--- config.mk ---
export PLATFORM = sky130hd
export DESIGN_NAME = ebp_bridge_pwm
export DESIGN_NICKNAME = d
export VERILOG_FILES = /design/src/hw/ebp_pkg.sv /design/src/hw/ebp_bridge_pwm.sv
export VERILOG_INCLUDE_DIRS = /design/src /design/src/hw
export SDC_FILE = /design/constraint.sdc
export NUM_CORES = 1
export LEC_CHECK = 0
export BUFFER_PORTS_ARGS = -buffer_cell sky130_fd_sc_hd__buf_2
export CORE_MARGIN = 5
export CORE_UTILIZATION = 35
export DETAILED_ROUTE_END_ITERATION = 10
export GPL_TIMING_DRIVEN = 0
export PLACE_DENSITY = 0.53
export SLEW_MARGIN = 0
export SYNTH_ARGS = -nofsm -noshare
export SYNTH_HDL_FRONTEND = slang
export SYNTH_SLANG_ARGS = --single-unit
--- constraint.sdc ---
create_clock -name aclk -period 4.8 [get_ports aclk]
set_input_delay 1.44 -clock aclk [delete_from_list [all_inputs] [get_ports aclk]]
set_output_delay 1.44 -clock aclk [all_outputs]
set_load 0.05 [all_outputs]
--- src/hw/ebp_params.svh ---
`ifndef EBP_PARAMS_SVH
`define EBP_PARAMS_SVH
`define EBP_OFS_DUTY_LOW 8'h00
`define EBP_OFS_CTRL 8'h04
`define EBP_OFS_PERIOD 8'h08
`define EBP_OFS_TIMER 8'h0c
`define EBP_OFS_SHADOW 8'h10
`define EBP_OFS_SHUTDOWN 8'h14
`define EBP_OFS_DELAY 8'h18
`define EBP_OFS_TCTL 8'h1c
`define EBP_CTL_DIR 7
`define EBP_CTL_FULL 6
`define EBP_CTL_CFG 7:6
`define EBP_CTL_LSB 5:4
`define EBP_CTL_MODE 3:2
`define EBP_CTL_POL 1:0
`define EBP_POL_AC 1
`define EBP_POL_BD 0
`define EBP_MODE_PWM 2'h3
`define EBP_SD_STS 7
`define EBP_SD_SRC 6:4
`define EBP_SD_AC 3:2
`define EBP_SD_BD 1:0
`define EBP_DEL_RSEN 7
`define EBP_DEL_CNT 6:0
`define EBP_TC_ON 2
`define EBP_TC_PS 1:0
`define EBP_REG_RST 8'h00
`define EBP_PERIOD_RST 8'hff
`define EBP_RESP_OKAY 2'h0
`define EBP_RESP_SLVERR 2'h2
`define EBP_PS_DIV1 1
`define EBP_PS_DIV4 4
`define EBP_PS_DIV16 16
`define EBP_TOSC_NS 25
`define EBP_TCY_NS 100
`define EBP_TCY_CLKS ((`EBP_TCY_NS + `EBP_TOSC_NS - 1) / `EBP_TOSC_NS)
`endif

--- src/hw/ebp_pkg.sv ---
package ebp_pkg;
  typedef enum logic [1:0] {
    EBP_CFG_SINGLE = 2'h0,
    EBP_CFG_FWD = 2'h1,
    EBP_CFG_HALF = 2'h2,
    EBP_CFG_REV = 2'h3
  } ebp_cfg_e;
  typedef enum logic {
    EBP_WR_IDLE = 1'h0,
    EBP_WR_RESP = 1'h1
  } ebp_wr_e;
  typedef struct packed {
    logic [3:0] out;
    logic [3:0] oe;
  } ebp_pins_s;
  typedef struct packed {
    logic [2:0] sy1;
    logic [2:0] sy2;
    logic [2:0] sy3;
    logic [2:0] filt;
    logic [7:0] duty_low;
    logic [7:0] ctrl;
    logic [7:0] period;
    logic [7:0] timer;
    logic [7:0] shadow;
    logic [1:0] latch;
    logic [6:0] sdctl;
    logic status;
    logic [7:0] delcfg;
    logic [2:0] tctl;
    logic [5:0] fine;
    ebp_cfg_e act_cfg;
    logic [1:0] act_pol;
    logic [6:0] act_del;
    logic pwm;
    logic shut_period;
    logic ev_prev;
    logic [1:0][8:0] dcnt;
    ebp_pins_s pins;
    logic aw_got;
    logic [7:0] awaddr;
    logic w_got;
    logic [7:0] wdata;
    logic wen;
    ebp_wr_e wst;
    logic [1:0] bresp;
    logic rvalid;
    logic [7:0] rdata;
    logic [1:0] rresp;
  } ebp_state_s;
endpackage

--- src/hw/ebp_bridge_pwm.sv ---
`timescale 1ns/1ps
`include "ebp_params.svh"
`default_nettype none
module ebp_bridge_pwm
  import ebp_pkg::*;
(
  input wire logic aclk,
  input wire logic aresetn,
  input wire logic ce,
  input wire logic awvalid,
  output logic awready,
  input wire logic [7:0] awaddr,
  input wire logic wvalid,
  output logic wready,
  input wire logic [31:0] wdata,
  input wire logic [3:0] wstrb,
  output logic bvalid,
  input wire logic bready,
  output logic [1:0] bresp,
  input wire logic arvalid,
  output logic arready,
  input wire logic [7:0] araddr,
  output logic rvalid,
  input wire logic rready,
  output logic [31:0] rdata,
  output logic [1:0] rresp,
  input wire logic comp1_in,
  input wire logic comp2_in,
  input wire logic fault_input,
  output var ebp_pins_s pins
);
  ebp_state_s st_ff;
  ebp_state_s nxt_st;
  logic pwm_mode;
  logic tmr_on;
  logic [5:0] fine_lim;
  logic [1:0] sub;
  logic fine_last;
  logic q_last;
  logic at_limit;
  logic pstart;
  logic match;
  logic ev;
  logic forced;
  logic chg;
  logic [8:0] db_lim;
  logic [1:0] db_out;
  logic [3:0] act;
  logic [3:0] used;

  assign pwm_mode = st_ff.ctrl[`EBP_CTL_MODE] == `EBP_MODE_PWM;
  assign tmr_on = st_ff.tctl[`EBP_TC_ON];
  always_comb begin
    if (st_ff.tctl[`EBP_TC_PS] == 2'h0) begin
      fine_lim = 6'(`EBP_TCY_CLKS * `EBP_PS_DIV1 - 1);
      sub = st_ff.fine[1:0];
      q_last = 1'h1;
    end else if (st_ff.tctl[`EBP_TC_PS] == 2'h1) begin
      fine_lim = 6'(`EBP_TCY_CLKS * `EBP_PS_DIV4 - 1);
      sub = st_ff.fine[3:2];
      q_last = st_ff.fine[1:0] == 2'h3;
    end else begin
      fine_lim = 6'(`EBP_TCY_CLKS * `EBP_PS_DIV16 - 1);
      sub = st_ff.fine[5:4];
      q_last = st_ff.fine[3:0] == 4'hf;
    end
  end
  assign fine_last = tmr_on && (st_ff.fine >= fine_lim);
  assign at_limit = tmr_on && (st_ff.timer == st_ff.period);
  assign pstart = fine_last && at_limit;
  // Quarter-steps of one timer tick extend the compare to ten bits
  // Clearing on the last clock of the step before the duty value keeps the high time at exactly D steps
  assign match = tmr_on && q_last && ({st_ff.shadow, st_ff.latch} == ({st_ff.timer, sub} + 10'h001));
  assign ev = pwm_mode && |(st_ff.sdctl[`EBP_SD_SRC] & st_ff.filt);
  // Live event forces pins before the status flop catches up
  assign forced = pwm_mode && (ev || st_ff.status || st_ff.shut_period);
  assign chg = at_limit && st_ff.act_cfg[0] && st_ff.ctrl[`EBP_CTL_FULL]
    && (st_ff.ctrl[`EBP_CTL_DIR] != st_ff.act_cfg[1]);
  assign db_lim = 9'(st_ff.act_del * `EBP_TCY_CLKS);
  assign db_out[0] = st_ff.pwm && (st_ff.dcnt[0] >= db_lim);
  assign db_out[1] = !st_ff.pwm && (st_ff.dcnt[1] >= db_lim);

  always_comb begin
    used = 4'h0;
    act = 4'h0;
    case (st_ff.act_cfg)
      EBP_CFG_SINGLE: begin
        used = 4'h1;
        act = {3'h0, st_ff.pwm};
      end
      EBP_CFG_HALF: begin
        used = 4'h3;
        act = {2'h0, db_out};
      end
      EBP_CFG_FWD: begin
        used = 4'hf;
        act = {st_ff.pwm, 2'h0, 1'h1};
      end
      default: begin
        used = 4'hf;
        act = {1'h0, 1'h1, st_ff.pwm, 1'h0};
      end
    endcase
    if (chg) begin
      act = {1'h0, st_ff.ctrl[`EBP_CTL_DIR], 1'h0, !st_ff.ctrl[`EBP_CTL_DIR]};
    end
  end

  always_comb begin
    logic aw_h;
    logic w_h;
    logic [7:0] wa;
    logic [7:0] wd;
    logic do_wr;
    logic sts_wr;
    logic [1:0] ss;
    logic pol;
    aw_h = 1'h0;
    w_h = 1'h0;
    wa = 8'h00;
    wd = 8'h00;
    do_wr = 1'h0;
    sts_wr = 1'h0;
    ss = 2'h0;
    pol = 1'h0;
    nxt_st = st_ff;
    nxt_st.sy1 = {fault_input, comp2_in, comp1_in};
    nxt_st.sy2 = st_ff.sy1;
    nxt_st.sy3 = st_ff.sy2;
    for (int i = 0; i < 3; i++) begin
      if (st_ff.sy2[i] == st_ff.sy3[i]) begin
        nxt_st.filt[i] = st_ff.sy2[i];
      end
    end
    // Write address and data may arrive in either order
    aw_h = st_ff.aw_got || (awvalid && awready);
    w_h = st_ff.w_got || (wvalid && wready);
    wa = st_ff.aw_got ? st_ff.awaddr : awaddr;
    wd = st_ff.w_got ? st_ff.wdata : wdata[7:0];
    if (awvalid && awready) begin
      nxt_st.aw_got = 1'h1;
      nxt_st.awaddr = awaddr;
    end
    if (wvalid && wready) begin
      nxt_st.w_got = 1'h1;
      nxt_st.wdata = wdata[7:0];
      nxt_st.wen = wstrb[0];
    end
    if (st_ff.wst == EBP_WR_RESP && bready) begin
      nxt_st.wst = EBP_WR_IDLE;
    end
    if (aw_h && w_h && st_ff.wst == EBP_WR_IDLE) begin
      do_wr = st_ff.w_got ? st_ff.wen : wstrb[0];
      nxt_st.aw_got = 1'h0;
      nxt_st.w_got = 1'h0;
      nxt_st.wst = EBP_WR_RESP;
      nxt_st.bresp = `EBP_RESP_OKAY;
      if (wa == `EBP_OFS_DUTY_LOW) begin
        if (do_wr) nxt_st.duty_low = wd;
      end else if (wa == `EBP_OFS_CTRL) begin
        if (do_wr) nxt_st.ctrl = wd;
      end else if (wa == `EBP_OFS_PERIOD) begin
        if (do_wr) nxt_st.period = wd;
      end else if (wa == `EBP_OFS_SHUTDOWN) begin
        if (do_wr) begin
          nxt_st.sdctl = wd[6:0];
          sts_wr = 1'h1;
        end
      end else if (wa == `EBP_OFS_DELAY) begin
        if (do_wr) nxt_st.delcfg = wd;
      end else if (wa == `EBP_OFS_TCTL) begin
        if (do_wr) nxt_st.tctl = wd[2:0];
      end else if (wa == `EBP_OFS_TIMER || wa == `EBP_OFS_SHADOW) begin
        nxt_st.bresp = `EBP_RESP_OKAY;
      end else begin
        nxt_st.bresp = `EBP_RESP_SLVERR;
      end
    end
    if (st_ff.rvalid && rready) begin
      nxt_st.rvalid = 1'h0;
    end
    if (arvalid && arready) begin
      nxt_st.rvalid = 1'h1;
      nxt_st.rresp = `EBP_RESP_OKAY;
      if (araddr == `EBP_OFS_DUTY_LOW) begin
        nxt_st.rdata = st_ff.duty_low;
      end else if (araddr == `EBP_OFS_CTRL) begin
        nxt_st.rdata = st_ff.ctrl;
      end else if (araddr == `EBP_OFS_PERIOD) begin
        nxt_st.rdata = st_ff.period;
      end else if (araddr == `EBP_OFS_TIMER) begin
        nxt_st.rdata = st_ff.timer;
      end else if (araddr == `EBP_OFS_SHADOW) begin
        nxt_st.rdata = st_ff.shadow;
      end else if (araddr == `EBP_OFS_SHUTDOWN) begin
        nxt_st.rdata = {st_ff.status, st_ff.sdctl};
      end else if (araddr == `EBP_OFS_DELAY) begin
        nxt_st.rdata = st_ff.delcfg;
      end else if (araddr == `EBP_OFS_TCTL) begin
        nxt_st.rdata = {5'h00, st_ff.tctl};
      end else begin
        nxt_st.rdata = 8'h00;
        nxt_st.rresp = `EBP_RESP_SLVERR;
      end
    end
    // Period timer and prescaler
    if (tmr_on) begin
      if (fine_last) begin
        nxt_st.fine = 6'h00;
        nxt_st.timer = pstart ? 8'h00 : st_ff.timer + 8'h01;
      end else begin
        nxt_st.fine = st_ff.fine + 6'h01;
      end
    end
    if (pstart) begin
      nxt_st.shadow = st_ff.duty_low;
      nxt_st.latch = st_ff.ctrl[`EBP_CTL_LSB];
      nxt_st.act_cfg = ebp_cfg_e'(st_ff.ctrl[`EBP_CTL_CFG]);
      nxt_st.act_pol = st_ff.ctrl[`EBP_CTL_POL];
      nxt_st.act_del = st_ff.delcfg[`EBP_DEL_CNT];
      nxt_st.shut_period = st_ff.status;
      nxt_st.pwm = {st_ff.duty_low, st_ff.ctrl[`EBP_CTL_LSB]} != 10'h000;
    end else if (match) begin
      nxt_st.pwm = 1'h0;
      nxt_st.act_del = st_ff.delcfg[`EBP_DEL_CNT];
    end
    // Dead-band counters restart on every inactive phase
    for (int i = 0; i < 2; i++) begin
      if ((i == 0) ? !st_ff.pwm : st_ff.pwm) begin
        nxt_st.dcnt[i] = 9'h000;
      end else if (st_ff.dcnt[i] < db_lim) begin
        nxt_st.dcnt[i] = st_ff.dcnt[i] + 9'h001;
      end
    end
    // Set beats any clear in the same cycle
    if (sts_wr && !ev) begin
      nxt_st.status = wd[`EBP_SD_STS];
    end
    if (st_ff.delcfg[`EBP_DEL_RSEN] && st_ff.ev_prev && !ev) begin
      nxt_st.status = 1'h0;
    end
    if (ev) begin
      nxt_st.status = 1'h1;
    end
    nxt_st.ev_prev = ev;
    for (int i = 0; i < 4; i++) begin
      ss = i[0] ? st_ff.sdctl[`EBP_SD_BD] : st_ff.sdctl[`EBP_SD_AC];
      pol = i[0] ? st_ff.act_pol[`EBP_POL_BD] : st_ff.act_pol[`EBP_POL_AC];
      if (!pwm_mode) begin
        nxt_st.pins.out[i] = 1'h0;
        nxt_st.pins.oe[i] = 1'h0;
      end else if (forced) begin
        nxt_st.pins.out[i] = used[i] && ss[0];
        nxt_st.pins.oe[i] = used[i] && !ss[1];
      end else begin
        nxt_st.pins.out[i] = used[i] && (act[i] ^ pol);
        nxt_st.pins.oe[i] = used[i];
      end
    end
  end

  always_ff @(posedge aclk) begin
    if (!aresetn) begin
      st_ff <= '0;
      st_ff.period <= `EBP_PERIOD_RST;
    end else if (ce) begin
      st_ff <= nxt_st;
    end
  end

  assign awready = !st_ff.aw_got && st_ff.wst == EBP_WR_IDLE;
  assign wready = !st_ff.w_got && st_ff.wst == EBP_WR_IDLE;
  assign bvalid = st_ff.wst == EBP_WR_RESP;
  assign bresp = st_ff.bresp;
  assign arready = !st_ff.rvalid;
  assign rvalid = st_ff.rvalid;
  assign rdata = {24'h000000, st_ff.rdata};
  assign rresp = st_ff.rresp;
  assign pins = st_ff.pins;
endmodule
`default_nettype wire

==> impl_results.md <==
* Initial core utilization at 35.7%
* Post-DP Area at 0.00918 mm²
* Sequential-to-total area share from yosys stat at 35.7%
* Vias/cell at 5.11
* Ant diodes at 0
* Post-Synth Adder-Cell Area at 3.72%
* Iteration-0 DRC count of the detailed router at 680
* CTS Hold Bufs at 0
* CTS Buffer Depth at 2
* Cell family with most CP delay: buffers and inverters
* Die Ht at 165 µm
* Min Tclk post-route at 3.21 ns
* DR WL met2 at 10.8 mm
* Synth Area in XOR/XNOR at 3.65%
* Met1 wire length at 12.1 mm
* Hold depth at 2
* CTS Buf Count at 17
* Leakage at 3.68 nW
* Post-CTS setup buffers at 0
* NumNets Final at 1244
* Num rows at 56
* Clk slew on worst S/H paths at 0.07 ns
* EDFF count, synth at 0
* Worst setup SP type: input pin
* FFs w/ async S/R, synth at 0%
* H-tree depth at 4
* Post-synth top area cell: dfxtp_1
* Synth area leaders: dfxtp_1 (36%), nand2_1 (7.6%), a21oi_1 (6.7%), mux2i_1 (6.4%), buf_4 (4.3%)
* Critical Path Sink Type: flip-flop
* Post-Syn Area at 0.00840 mm²
* DRC Markers at 0
* Highest Signal Layer: met4
* Global-route wire length before repair at 39.5 mm
* Vias in the first global route at 6997
* Max-cap violations at 0
* Cells after DPL at 1456
* Final non-filler cell total at 1488
* Rel. slew slack at 25.1%
* Commonest cells in the netlist: nand2_1 (171), dfxtp_1 (150), a21oi_1 (112), nor2_1 (75), mux2i_1 (54)
* Die width at 165 µm
* Initial antenna violation count at 0
* Cell count after synthesis at 1055
* Maximum VDD drop at 0.182 mV
* Final setup fails at 0
* CP bufs+invs at 2
* Simple-gate share of the synthesized area at 22.4%
* TritonCTS clock tree: yes
* Largest net degree at the start of global routing at 17
* Worst hold slack at 0.453 ns
* Max stage delay on crit path at 0.64 ns
* Avg WL per Cell at 17.1 µm
* CP max stage cell: buf_1
* Worst min path class: flip-flop to flip-flop
* Layout cells sized above 1 at 16.4%
* Clock Sinks at 150
* Period utilisation layout at 67.0%
* Post-CTS Resized at 0
* Metal3 WL at 1.95 mm
* Clock Latency Late Sink at 0.43 ns
* Vias at 7599
* Critical path required time at 5.17 ns
* Top Ports at 112
* RSZ-0062 raised after global routing: no
* GR Util All Layers at 18.8%
* First-pass detailed-route iteration total at 6
* Post-synthesis mux area share at 7.77%
* Reg2Reg Depth at 9
* Dpl hpwl at 19.0 mm
* Pwr dens at 295 mW/mm²
* Synth top area share at 35.7%
* Max Transition Viols Final at 0
* Gpl congestion at 0.870
* Design Area, Final at 0.00976 mm²
* Ys Warns at 0
* CTS Root Cell: clkbuf_16
* Combinational family with the most area after synthesis: simple AND/OR/NAND/NOR gates
* Drt total wl at 25.4 mm
* Netlist cell types at 64
* Worst Path Arrival at 3.58 ns
* Fin Clk Skew at 0.0122 ns
* Status: finished, final reports clean
* Synth Flop Type: dfxtp_1
* ANT nets after route at 0
* Worst Tran Pin Value at 1.12 ns
* Stages on worst setup path at 5
* GR Overflow Total at 0
* Die area at 0.0272 mm²
* Port bufs at 57
* Crit path cell chain: buf_2 -> buf_1 -> nand3_1 -> a311oi_1 -> a31o_1
* Avg Cell Area, Syn at 7.96 µm²
* Critical path class: input pin to flip-flop
* Total Power at 0.00288 W
* Most frequent cell after synthesis: nand2_1
* Synth-to-Final Area Change at 16.2%
* Placeable Area at 0.0235 mm²
* Post-synthesis compound-gate area fraction at 18.1%
* Worst Path Max Fanout at 10
* Setup tns final at 0 ns
* Max frequency at 311 MHz
* FF+latch count, synth at 150
* Final hold vios at 0
[cells by family (layout without fill, tap and decap cells)]
kind of cell,Yosys count,in the layout
xor gates and xnor gates,35,35
muxes,64,64
AOI/OAI and AO/OA,255,255
adders and majority gates,25,25
and+or+nand+nor,390,390
other,1,26
DFF,150,150
buffers and inverters,135,224
[through the flow]
| stage | setup slack (ns) | utilization (%) |
|---|---|---|
| floorplan | 1.79 | - |
| global placement | 1.09 | 39.0 |
| detailed placement | 1.12 | 39.0 |
| CTS | 1.56 | 41.5 |
| global route | 1.47 | 41.5 |
| finish | 1.59 | 41.5 |
[tightest hold or removal path, stage by stage, from the launching register on]
cell	delay [ns]
dfxtp_1	0.31
nand2_1	0.05
a21oi_1	0.05
[final cells by class]
type,count,area (µm²)
tap,319,399
buffer,103,601
clock inverter,14,141
inverter,32,120
timing repair buffer,57,285
sequential,150,3000
fill,2482,13800
clock buffer,18,439
multi-input combinational,795,4770
[per-layer routing]
| layer | global-route usage, % | vias up |
|---|---|---|
| met5 | 0 | - |
| met2 | 28.0 | 247 |
| met4 | 5.03 | 0 |
| met1 | 27.6 | 3506 |
| met3 | 3.74 | 29 |
| li1 | - | 3817 |
[flip-flops by register name (all words and copies together) (netlist names)]
name    count
bvalid      1
rresp       1
st_ff     124
nxt_st      6
rdata       8
rvalid      1
bresp       1
pins        8
[where the power goes]
| part | switching [W] | internal [W] |
|---|---|---|
| combinational | 0.000199 | 0.0000753 |
| sequential | 0.00000855 | 0.00126 |
| clock | 0.000591 | 0.000744 |
| total | 0.000798 | 0.00208 |
[cells in the final DEF, fill, tap and decap left out, types with 4 or more instances in the layout]
master	n
nand2_1	171
dfxtp_1	150
a21oi_1	112
nor2_1	75
buf_2	72
mux2i_1	54
buf_4	48
o21ai_1	47
clkbuf_1	34
inv_1	31
o21ai_0	27
conb_1	26
ha_1	25
nand3_1	23
xnor2_1	21
nand2b_1	18
clkbuf_16	17
nor3_1	14
nand4_1	14
nor4_1	14
xor2_1	14
a31oi_1	11
mux2_2	10
o31ai_1	10
and3_1	9
o22ai_1	9
a21o_1	8
and2_1	7
nor2b_1	5
nor2_4	5
nor3_2	5
nor3b_1	5
a211oi_1	5
a221oi_1	5
or4_1	5
buf_1	4
nand3b_1	4
inv_6	4
[final timing paths]
check | slack [ns] | startpoint | to
max reg2reg | 1.87 | st_ff[80]$_SDFFE_PN0P_ | st_ff[61]$_SDFFE_PN0P_
min reg2reg | 0.45 | st_ff[22]$_SDFFE_PN0P_ | st_ff[22]$_SDFFE_PN0P_
max | 1.59 | ce | st_ff[61]$_SDFFE_PN0P_
min | 0.45 | st_ff[22]$_SDFFE_PN0P_ | st_ff[22]$_SDFFE_PN0P_
No activity file was read; power rests on OpenSTA's default activity.
